### src/gpmai_pkg.sv
package gpmai_pkg;
   localparam int unsigned PIN_W = 12;
   localparam int unsigned ADDR_W = 16;
   localparam int unsigned DATA_W = 32;
   localparam int unsigned MASK_LSB = 2;
   localparam int unsigned MASK_MSB = 13;
   // data window spans offsets 0x0000..0x3FFC
   localparam logic [ADDR_W-1:0] DATA_WIN_LAST = 16'h3FFC;
   localparam logic [ADDR_W-1:0] PORT_DATA_FULL_MASK_OFS = 16'h3FFC;
   localparam logic [ADDR_W-1:0] DIR_OFS = 16'h8000;
   localparam logic [ADDR_W-1:0] SENSE_SELECT_OFS = 16'h8004;
   localparam logic [ADDR_W-1:0] BOTH_EDGE_OFS = 16'h8008;
   localparam logic [ADDR_W-1:0] EVENT_POL_OFS = 16'h800C;
   localparam logic [ADDR_W-1:0] IRQ_ENABLE_OFS = 16'h8010;
   localparam logic [ADDR_W-1:0] RAW_STATUS_OFS = 16'h8014;
   localparam logic [ADDR_W-1:0] MASKED_STATUS_OFS = 16'h8018;
   localparam logic [ADDR_W-1:0] EDGE_DETECT_CLEAR_OFS = 16'h801C;
   localparam logic [PIN_W-1:0] CFG_RST = 12'h000;
   localparam logic [PIN_W-1:0] OUT_RST = 12'h000;
   localparam int unsigned IRQ_SYNC_STAGES = 2;
endpackage

### src/gpmai_sync2.sv
`timescale 1ns/1ps
`default_nettype none
module gpmai_sync2
   import gpmai_pkg::*;
#(
   parameter int unsigned W = PIN_W
) (
   // clock and reset
   input wire logic clk_sys,
   input wire logic rst_n,
   // level in and out
   input wire logic [W-1:0] d,
   output logic [W-1:0] q
);
   logic [W-1:0] meta_r;
   logic [W-1:0] q_r;
   // two stages; only the second stage reads the first
   always_ff @(posedge clk_sys) begin
      if (!rst_n) begin
         meta_r <= '0;
         q_r <= '0;
      end else begin
         meta_r <= d;
         q_r <= meta_r;
      end
   end
   assign q = q_r;
endmodule // gpmai_sync2
`default_nettype wire

### src/gpmai_irq_cell.sv
`timescale 1ns/1ps
`default_nettype none
module gpmai_irq_cell
   import gpmai_pkg::*;
(
   // clock and reset
   input wire logic clk_sys,
   input wire logic rst_n,
   // synchronised pin and configuration
   input wire logic pin_s,
   input wire logic pin_prev,
   input wire logic level_mode,
   input wire logic both_edges,
   input wire logic active_high,
   input wire logic clear,
   // raw status
   output logic raw
);
   logic edge_hit;
   logic latch_r;
   logic level_hit;
   // edge qualifies by polarity unless both edges are selected
   assign edge_hit = (pin_s != pin_prev) && (both_edges || (pin_s == active_high));
   assign level_hit = (pin_s == active_high);
   // edge set wins over a simultaneous clear so no event is lost
   always_ff @(posedge clk_sys) begin
      if (!rst_n) begin
         latch_r <= 1'b0;
      end else if (!level_mode && edge_hit) begin
         latch_r <= 1'b1;
      end else if (level_mode || clear) begin
         latch_r <= 1'b0;
      end
   end
   // level pins ignore the clear and follow the pin
   assign raw = level_mode ? level_hit : latch_r;
endmodule // gpmai_irq_cell
`default_nettype wire

### src/gpmai_port.sv
// The address-and-strobe port is this design's own decision.
`timescale 1ns/1ps
`default_nettype none
module gpmai_port
   import gpmai_pkg::*;
(
   // clock and reset
   input wire logic clk_sys,
   input wire logic rst_n,
   // register port
   input wire logic [ADDR_W-1:0] addr,
   input wire logic [DATA_W-1:0] wdata,
   input wire logic wr_en,
   input wire logic rd_en,
   output logic [DATA_W-1:0] rdata,
   // port pins, three signals each
   input wire logic [PIN_W-1:0] port_pin_in,
   output logic [PIN_W-1:0] port_pin_out,
   output logic [PIN_W-1:0] port_pin_oe,
   // towards the vectored interrupt controller
   output logic [PIN_W-1:0] pin_irq,
   output logic port_combined_irq
);
   logic [PIN_W-1:0] port_output_bits_r;
   logic [PIN_W-1:0] dir_r;
   logic [PIN_W-1:0] sense_select_r;
   logic [PIN_W-1:0] both_edge_r;
   logic [PIN_W-1:0] event_pol_r;
   logic [PIN_W-1:0] irq_enable_r;
   logic [DATA_W-1:0] rdata_r;
   logic [DATA_W-1:0] rdata_nxt;
   logic [PIN_W-1:0] pin_s;
   logic [PIN_W-1:0] pin_prev_r;
   logic [PIN_W-1:0] raw_st;
   logic [PIN_W-1:0] masked_st;
   logic [PIN_W-1:0] irq_sync;
   logic [PIN_W-1:0] addr_mask;
   logic [PIN_W-1:0] edge_clear_bits;
   logic data_hit;
   logic wr_data;
   logic wr_dir;
   logic wr_sense;
   logic wr_both;
   logic wr_pol;
   logic wr_ien;
   logic wr_clr;

   // address decode; data window is the whole lower 16 KB
   assign data_hit = (addr <= DATA_WIN_LAST) && (addr[1:0] == 2'b00);
   assign addr_mask = addr[MASK_MSB:MASK_LSB];
   assign wr_data = wr_en && data_hit;
   assign wr_dir = wr_en && (addr == DIR_OFS);
   assign wr_sense = wr_en && (addr == SENSE_SELECT_OFS);
   assign wr_both = wr_en && (addr == BOTH_EDGE_OFS);
   assign wr_pol = wr_en && (addr == EVENT_POL_OFS);
   assign wr_ien = wr_en && (addr == IRQ_ENABLE_OFS);
   assign wr_clr = wr_en && (addr == EDGE_DETECT_CLEAR_OFS);
   // only the low twelve bits are ever looked at
   assign edge_clear_bits = wr_clr ? wdata[PIN_W-1:0] : '0;

   // pins are asynchronous, so they pass two flops first
   gpmai_sync2 #(.W(PIN_W)) u_pin_sync (
      .clk_sys(clk_sys),
      .rst_n(rst_n),
      .d(port_pin_in),
      .q(pin_s)
   );

   always_ff @(posedge clk_sys) begin
      if (!rst_n) begin
         pin_prev_r <= '0;
      end else begin
         pin_prev_r <= pin_s;
      end
   end

   // masked data write: each bit under its own address bit
   genvar gi;
   generate
      for (gi = 0; gi < PIN_W; gi++) begin : g_bit
         always_ff @(posedge clk_sys) begin
            if (!rst_n) begin
               port_output_bits_r[gi] <= OUT_RST[gi];
            end else if (wr_data && addr_mask[gi]) begin
               port_output_bits_r[gi] <= wdata[gi];
            end
         end // bit held otherwise
         gpmai_irq_cell u_cell (
            .clk_sys(clk_sys),
            .rst_n(rst_n),
            .pin_s(pin_s[gi]),
            .pin_prev(pin_prev_r[gi]),
            .level_mode(sense_select_r[gi]),
            .both_edges(both_edge_r[gi]),
            .active_high(event_pol_r[gi]),
            .clear(edge_clear_bits[gi]),
            .raw(raw_st[gi])
         );
      end
   endgenerate

   // configuration registers
   always_ff @(posedge clk_sys) begin
      if (!rst_n) begin
         dir_r <= CFG_RST;
         sense_select_r <= CFG_RST;
         both_edge_r <= CFG_RST;
         event_pol_r <= CFG_RST;
         irq_enable_r <= CFG_RST;
      end else begin
         if (wr_dir) dir_r <= wdata[PIN_W-1:0];
         if (wr_sense) sense_select_r <= wdata[PIN_W-1:0];
         if (wr_both) both_edge_r <= wdata[PIN_W-1:0];
         if (wr_pol) event_pol_r <= wdata[PIN_W-1:0];
         if (wr_ien) irq_enable_r <= wdata[PIN_W-1:0];
      end
   end

   assign masked_st = raw_st & irq_enable_r;

   // interrupt path adds two clocks; software must allow for it
   gpmai_sync2 #(.W(PIN_W)) u_irq_sync (
      .clk_sys(clk_sys),
      .rst_n(rst_n),
      .d(masked_st),
      .q(irq_sync)
   );

   assign pin_irq = irq_sync;
   assign port_combined_irq = |irq_sync;
   assign port_pin_out = port_output_bits_r;
   assign port_pin_oe = dir_r;

   // read mux; clear register and unmapped offsets read zero
   always_comb begin
      rdata_nxt = '0;
      if (data_hit) begin
         rdata_nxt[PIN_W-1:0] = pin_s & addr_mask;
      end else begin
         case (addr)
            DIR_OFS: rdata_nxt[PIN_W-1:0] = dir_r;
            SENSE_SELECT_OFS: rdata_nxt[PIN_W-1:0] = sense_select_r;
            BOTH_EDGE_OFS: rdata_nxt[PIN_W-1:0] = both_edge_r;
            EVENT_POL_OFS: rdata_nxt[PIN_W-1:0] = event_pol_r;
            IRQ_ENABLE_OFS: rdata_nxt[PIN_W-1:0] = irq_enable_r;
            RAW_STATUS_OFS: rdata_nxt[PIN_W-1:0] = raw_st;
            MASKED_STATUS_OFS: rdata_nxt[PIN_W-1:0] = masked_st;
            default: rdata_nxt = '0;
         endcase
      end
   end

   always_ff @(posedge clk_sys) begin
      if (!rst_n) begin
         rdata_r <= '0;
      end else if (rd_en) begin
         rdata_r <= rdata_nxt;
      end else begin
         rdata_r <= '0;
      end
   end
   assign rdata = rdata_r;
endmodule // gpmai_port
`default_nettype wire

### config.mk
export PLATFORM = sky130hd
export DESIGN_NAME = gpmai_port
export DESIGN_NICKNAME = d
export VERILOG_FILES = /design/src/gpmai_pkg.sv /design/src/gpmai_sync2.sv /design/src/gpmai_irq_cell.sv /design/src/gpmai_port.sv
export SDC_FILE = /design/constraint.sdc
export NUM_CORES = 1
export LEC_CHECK = 0
export BUFFER_PORTS_ARGS = -buffer_cell sky130_fd_sc_hd__buf_4
export CAP_MARGIN = 20
export CORE_MARGIN = 10
export CORE_UTILIZATION = 45
export DETAILED_ROUTE_END_ITERATION = 16
export GPL_ROUTABILITY_DRIVEN = 0
export HOLD_SLACK_MARGIN = 0.03
export PLACE_DENSITY = 0.74
export SLEW_MARGIN = 20
export SYNTH_ARGS = -nofsm -noshare
export SYNTH_HDL_FRONTEND = slang
export SYNTH_HIERARCHICAL = 1
export SYNTH_SLANG_ARGS = --single-unit
### constraint.sdc
create_clock -name clk_sys -period 2.9 [get_ports clk_sys]
set_input_delay 0.29 -clock clk_sys [delete_from_list [all_inputs] [get_ports clk_sys]]
set_output_delay 0.29 -clock clk_sys [all_outputs]
set_load 0.01 [all_outputs]
==> impl_metrics.toml, run 1 <==
[layout]
final_cells = 1054
final_area_um2 = 8339
syn2layout_area_growth_pct = 21.23
layout.nets = 917
antenna_cells = 0
fin_util_pct = 55.27
drive_gt1_share_pct = 24.71

[yosys]
syn_inst = 752
synth_cell_types = 50
syn_avg_cell_area_um2 = 9.148
yosysSeqAreaShare_pct = 45.40
syn_area_um2 = 6879
ys_seq_elements = 156
ys_warn_count = 6

[grt]
grt_pass1_wl_um = 29520
grt_overflow = 0
globalRouteTotalUtil_pct = 18.41
grt_max_degree = 70
antenna_found_initial = 0
grt_pass1_vias = 5538

[sta]
rsz0062_at_grt = "false"
worst_pin_slew_ns = 0.8292
fin_crit_ns = 2.099
max_freq_ghz = 0.4764
fin_setup_tns_ns = 0
fin_skew_ns = 0.006177
slew_headroom_pct = 43.96
final_hold_viol_count = 0
period_share_pct = 72.39
finalSetupViolCount = 0
slew_viol_final = 0

[worst_setup_path]
cp.required_ns = 3.21
end_kind = "flop"
crit_chain = "buf_4 > nor4bb_1 > and4_1 > nand2_1 > nand2_1 > a21boi_0"
critPathArrivalTime_ns = 2.41
path_class = "in2reg"
path_common_cell = "nand2_1"
worst-path-max-fanout = 12
critPathLaunchType = "primary input"
cpPeakStageDelay_ns = 0.75
slowest_stage = "nor4bb_1"

[min_path]
hp-class = "in2reg"

[floorplan]
core_area_um2 = 15090
io_pins = 133
rows = 45
die_h_um = 143.6
die_w_um = 143.6
dieArea_um2 = 20630
start_util_pct = 45.59

[power]
powerDensity_nw_per_um2 = 557.7
p_leak_uw = 0.003218
peakVddDrop_uv = 396.6
finalPower_uw = 4651

[place]
dpl_cell_area_um2 = 7741
dp_cells = 1022
dpl.hpwl_um = 13270
io_buffers = 92

[drt]
dr_total_vias = 5665
drcViolationCount = 0
antenna_left = 0
wl_per_cell_um = 17.82
drtIter0Drc = 612
viasPerCell = 5.375
first_pass_iters = 7
routed_wl_um = 18780

[clock_network]
cts_hold_buffers = 0
cts_buffers = 17
clockRootBuffer = "clkbuf_16"
post_cts_buffers = 0
cts-resized-gates = 0
clk_pin_slew_ns = 0.06
insertion_delay_ns = 0.43
htreeDepth = 4
cts_tree = "done"
cts_max_path_buffers = 2
cts_sinks = 156

[outcome]
outcome = "complete, no violations"

[job]
maxCapViolCount = 0
-- report_power, final --
group | leakage, uW | internal (uW) | switching, uW
Clock | 0.000282 | 1310 | 941
Combinational | 0.00167 | 95.0 | 122
Sequential | 0.00126 | 2170 | 16.3
Total | 0.00322 | 3570 | 1080
-- per-stage QoR --
step / setup WS, ns / hold WS, ns
CTS: 0.7734 / 0.05326
global route: 0.5228 / 0.05920
global placement: 0.3680 / 0.4166
floorplan: 0.5461 / 0.4119
detailed placement: 0.3822 / 0.4206
finish: 0.8008 / 0.06209
-- cells in the mapped netlist, drive strengths merged --
library cell  count  area share, %
dfxtp           156             45
nand2           117            6.4
and2             88            8.7
a21boi           63            6.9
o21ai            38            2.8
buf              35            4.0
nor2b            33            3.0
clkbuf           25            1.4
inv              22            1.2
nor2             19            1.2
nand3            15            1.1
nor4             13            1.7
mux2             12            2.0
nor3b            12            1.3
o311a            12            1.7
xnor2            12            1.5
a222oi           11            1.6
a31oi            10           0.91
a32oi            10            1.3
mux2i             9            1.3
o22a              8            1.0
a21oi             6           0.44
or4b              4           0.58
nor4b             3           0.38
a22oi             2           0.22
nand4             2           0.18
nor3              2           0.22
or3               2           0.25
or4               2           0.22
a22o              1           0.13
a311oi            1           0.13
and3b             1           0.13
and4              1           0.13
conb              1          0.055
nand2b            1          0.091
nor4bb            1           0.15
o21a              1           0.11
o41ai             1           0.24
-- logic make-up (layout without fill, tap and decap cells) --
kind of cell | count (synthesis) | in the layout | synth area share (%)
muxes | 21 | 21 | 3.274
other | 1 | 20 | 0.05451
and+or+nand+nor | 316 | 316 | 25.66
xor gates and xnor gates | 12 | 12 | 1.528
buffers and inverters | 82 | 177 | 6.639
DFF | 156 | 156 | 45.40
AOI/OAI and AO/OA | 164 | 164 | 17.44
-- cell usage in the layout (no fill, tap or decap), types with 11 or more instances in the layout --
cell type    n
conb_1      20
mux2_2      12
a21boi_0    41
nor2b_1     33
buf_4      123
a222oi_1    11
nand2_1    117
o311a_1     12
clkbuf_16   17
and2_2      36
a21boi_1    22
o21ai_0     38
nand3_1     15
nor2_1      17
and2_1      52
nor3b_1     12
xnor2_1     12
dfxtp_1    156
inv_1       22
-- critical path: cells and delay by family --
| kind | cells | cell delay (ns) |
|---|---|---|
| AOI/OAI and AO/OA | 1 | 0.10 |
| and+or+nand+nor | 4 | 1.84 |
| buffers and inverters | 1 | 0.17 |
-- final timing paths --
path | start | to | slack [ns] | cells after the start
max | addr[2] | event_pol_r[7]$_SDFFE_PN0P_ | 0.80 | 6
min | port_pin_in[8] | u_pin_sync/meta_r[8]$_SDFF_PN0_ | 0.06 | 2
max reg2reg | u_pin_sync/q[1]$_SDFF_PN0_ | rdata[1]$_SDFF_PN0_ | 1.32 | 7
min reg2reg | u_irq_sync/meta_r[0]$_SDFF_PN0_ | u_irq_sync/q[0]$_SDFF_PN0_ | 0.43 | 1
-- cell type report --
cell class	count	area, um^2
flip-flops and latches	156	3123
fillers	1372	6750
multi-input cells	533	3377
inverters	22	82.58
repair buffers	123	923.4
clock inverters	14	158.9
clock buffers	18	439.2
well taps	188	235.2
-- layer usage --
metal	vias to the layer above	wire, um	global-route usage, %	part of all wire, %
met3	30	1392	4.521	7.4
met2	224	8749	29.55	47
met1	2652	8198	23.22	44
met4	0	439	7.254	2.3
li1	2759	-	-	-
met5	-	0	0	0
No activity file was read; power rests on OpenSTA's default activity.
==> inputs of run 2 (changes only) <==
- ABC_AREA: not set -> 1
- clock period: 2.9 -> 2.1 ns (I/O delays scaled with it)
==> impl_metrics.toml, run 2 <==
[layout]
drive_gt1_share_pct = 14.66
layout_commonest_cell = "inv_1"
final_area_um2 = 8872
fill_cells = 1451
final_cell_mix = "inv_1 (237), nand2_1 (230), dfxtp_1 (156)"
syn2layout_area_growth_pct = 24.21
layout.nets = 1238
antenna_cells = 0

[yosys]
syn_inst = 1054
synth_top_flop_cell = "dfxtp_1"
synth_top_family_by_area = "simple AND/OR/NAND/NOR gates"
synth-edff-count = 0
synth_cell_types = 19
yosys-top-cells-area = "dfxtp_1 (44%), inv_1 (12%), nand2_1 (12%)"
synth_compound_area_share_pct = 13.24
synth.most_common_cell = "inv_1"
syn_area_um2 = 7143
synth_top_area_share_pct = 43.72
yosysSeqAreaShare_pct = 43.72
synth_fa_ha_area_share_pct = 0
yosys.area_share.simple_pct = 24.98
synth_top_area_cell = "dfxtp_1"
ys_warn_count = 6
syn_avg_cell_area_um2 = 6.777
synth_mux_area_share_pct = 0
ys_seq_elements = 156
netlist_top_cells_count = "inv_1 (237), nand2_1 (230), dfxtp_1 (156), nand3_1 (114), nor2_1 (74)"
synth_xor_area_share_pct = 0
synthArstFlopShare_pct = 0

[sta]
fin_crit_ns = 1.912
fin_ws_ns = 0.1884
max_freq_ghz = 0.5231
rsz0062_at_grt = "false"
slew_viol_final = 0
worst_pin_slew_ns = 0.6735
slew_headroom_pct = 55.05
period_share_pct = 91.03
final_hold_viol_count = 0
fin_skew_ns = 0.007376
fin_setup_tns_ns = 0
finalSetupViolCount = 0

[worst_setup_path]
end_kind = "flop"
endpoint = "sense_select_r[6]$_SDFFE_PN0P_"
worst-path-max-fanout = 16
cp.required_ns = 2.42
crit_start = "addr[6]"
reg2reg_to = "rdata[8]$_SDFF_PN0_"
r2r-start = "u_pin_sync/q[8]$_SDFF_PN0_"
critPathLaunchType = "primary input"
reg2reg_slack_ns = 0.67
critPathArrivalTime_ns = 2.23
path_class = "in2reg"
r2r_cells = 11

[grt]
antenna_found_initial = 0
grt_pass1_wl_um = 31480
grt_pass1_vias = 6254
grt_overflow = 0
grt_max_degree = 111
globalRouteTotalUtil_pct = 18.09

[min_path]
hp-class = "in2reg"
hold_depth = 2
hold_path.startpoint = "addr[2]"

[power]
powerDensity_nw_per_um2 = 751.4
peakVddDrop_uv = 579.8
p_leak_uw = 0.004391

[clock_network]
post_cts_buffers = 0
cts_tree = "done"
cts_max_path_buffers = 2
clk_pin_slew_ns = 0.06
insertion_delay_ns = 0.43
htreeDepth = 4
cts-resized-gates = 0
cts_sinks = 156
cts_hold_buffers = 22
cts_buffers = 17
clockRootBuffer = "clkbuf_16"

[place]
io_buffers = 92
dp_slack_ns = 0.3432
dpl.hpwl_um = 13510
dpl_cell_area_um2 = 8030

[drt]
drtIter0Drc = 646
dr_total_vias = 6661
wl_per_cell_um = 13.88
drcViolationCount = 0
routed_wl_um = 19410
viasPerCell = 4.765
first_pass_iters = 6
antenna_left = 0

[floorplan]
io_pins = 133
core_area_um2 = 15370
dieArea_um2 = 21310
rows = 45
start_util_pct = 46.47
die_h_um = 146.0
die_w_um = 146.0

[outcome]
outcome = "complete, no violations"

[job]
maxCapViolCount = 0
==> run 2: changes by cell type after synthesis, sizes merged, moves of 22 or more <==
cell and change:
a21boi -63, a21oi +78, inv +215, nand2 +113, and2 -88, nor2 +62, nand3 +99, nor2b -33
o21ai +22
==> run 2: cells by family (layout without fill, tap and decap cells) <==
group	count (synthesis)	after routing
AO/OA/AOI/OAI	168	168
other	1	20
buffers and inverters	300	414
flip-flops	156	156
AND/OR/NAND/NOR	429	429
==> run 2: cell type report <==
cell class,count,area (um^2),share of cell area [%]
clock buffers,18,439.2,4.950
clock inverters,14,182.7,2.059
inverters,237,889.6,10.03
multi-input cells,617,2805,31.62
flip-flops and latches,156,3123,35.20
well taps,211,264.0,2.976
repair buffers,145,1169,13.17
==> run 2: per-layer routing <==
layer	GRT usage (%)	routed length, um	vias to the layer above
li1	-	-	3445
met1	22.87	8787	2927
met2	29.09	8821	260
met3	5.061	1426	29
met4	5.856	374	0
met5	0	0	-
==> run 2: where the power goes <==
part / leakage [uW] / switching, uW / internal, uW / total, uW
combinational: 0.00283 / 234 / 159 / 394
sequential: 0.00126 / 29.6 / 3010 / 3040
clock: 0.000300 / 1310 / 1930 / 3240
total: 0.00439 / 1570 / 5090 / 6670
==> run 2: worst min path at each step <==
stage                                  endpoint  slack (ns)
5_1_grt           port_pin_out[10]$_SDFFE_PN0P_        0.04
3_5_place_dp   u_pin_sync/meta_r[10]$_SDFF_PN0_        0.39
3_3_place_gp    u_pin_sync/meta_r[3]$_SDFF_PN0_        0.39
4_1_cts            port_pin_out[0]$_SDFFE_PN0P_        0.03
2_1_floorplan  u_irq_sync/meta_r[11]$_SDFF_PN0_        0.30
6_report           port_pin_out[0]$_SDFFE_PN0P_        0.05
==> run 2: per-stage QoR <==
stage / instances / utilization (%) / hold WS [ns] / total power [uW]
2_1_floorplan: 1073 / - / 0.3035 / 3325
3_3_place_gp: 1344 / 52.24 / 0.3897 / 3447
3_5_place_dp: 1344 / 52.24 / 0.3914 / 3454
4_1_cts: 1398 / 57.72 / 0.03068 / 6700
5_1_grt: 1398 / 57.72 / 0.03640 / 6881
6_report: 1398 / 57.72 / 0.04854 / 6667
==> run 2: critical path, cell delays in order <==
cell,delay [ns]
dlygate4sd3_1,0.54
buf_4,0.15
nor2_1,0.19
nand2_1,0.21
nor2_1,0.28
nand3_1,0.15
buf_4,0.23
o21ai_0,0.21
a21oi_1,0.06
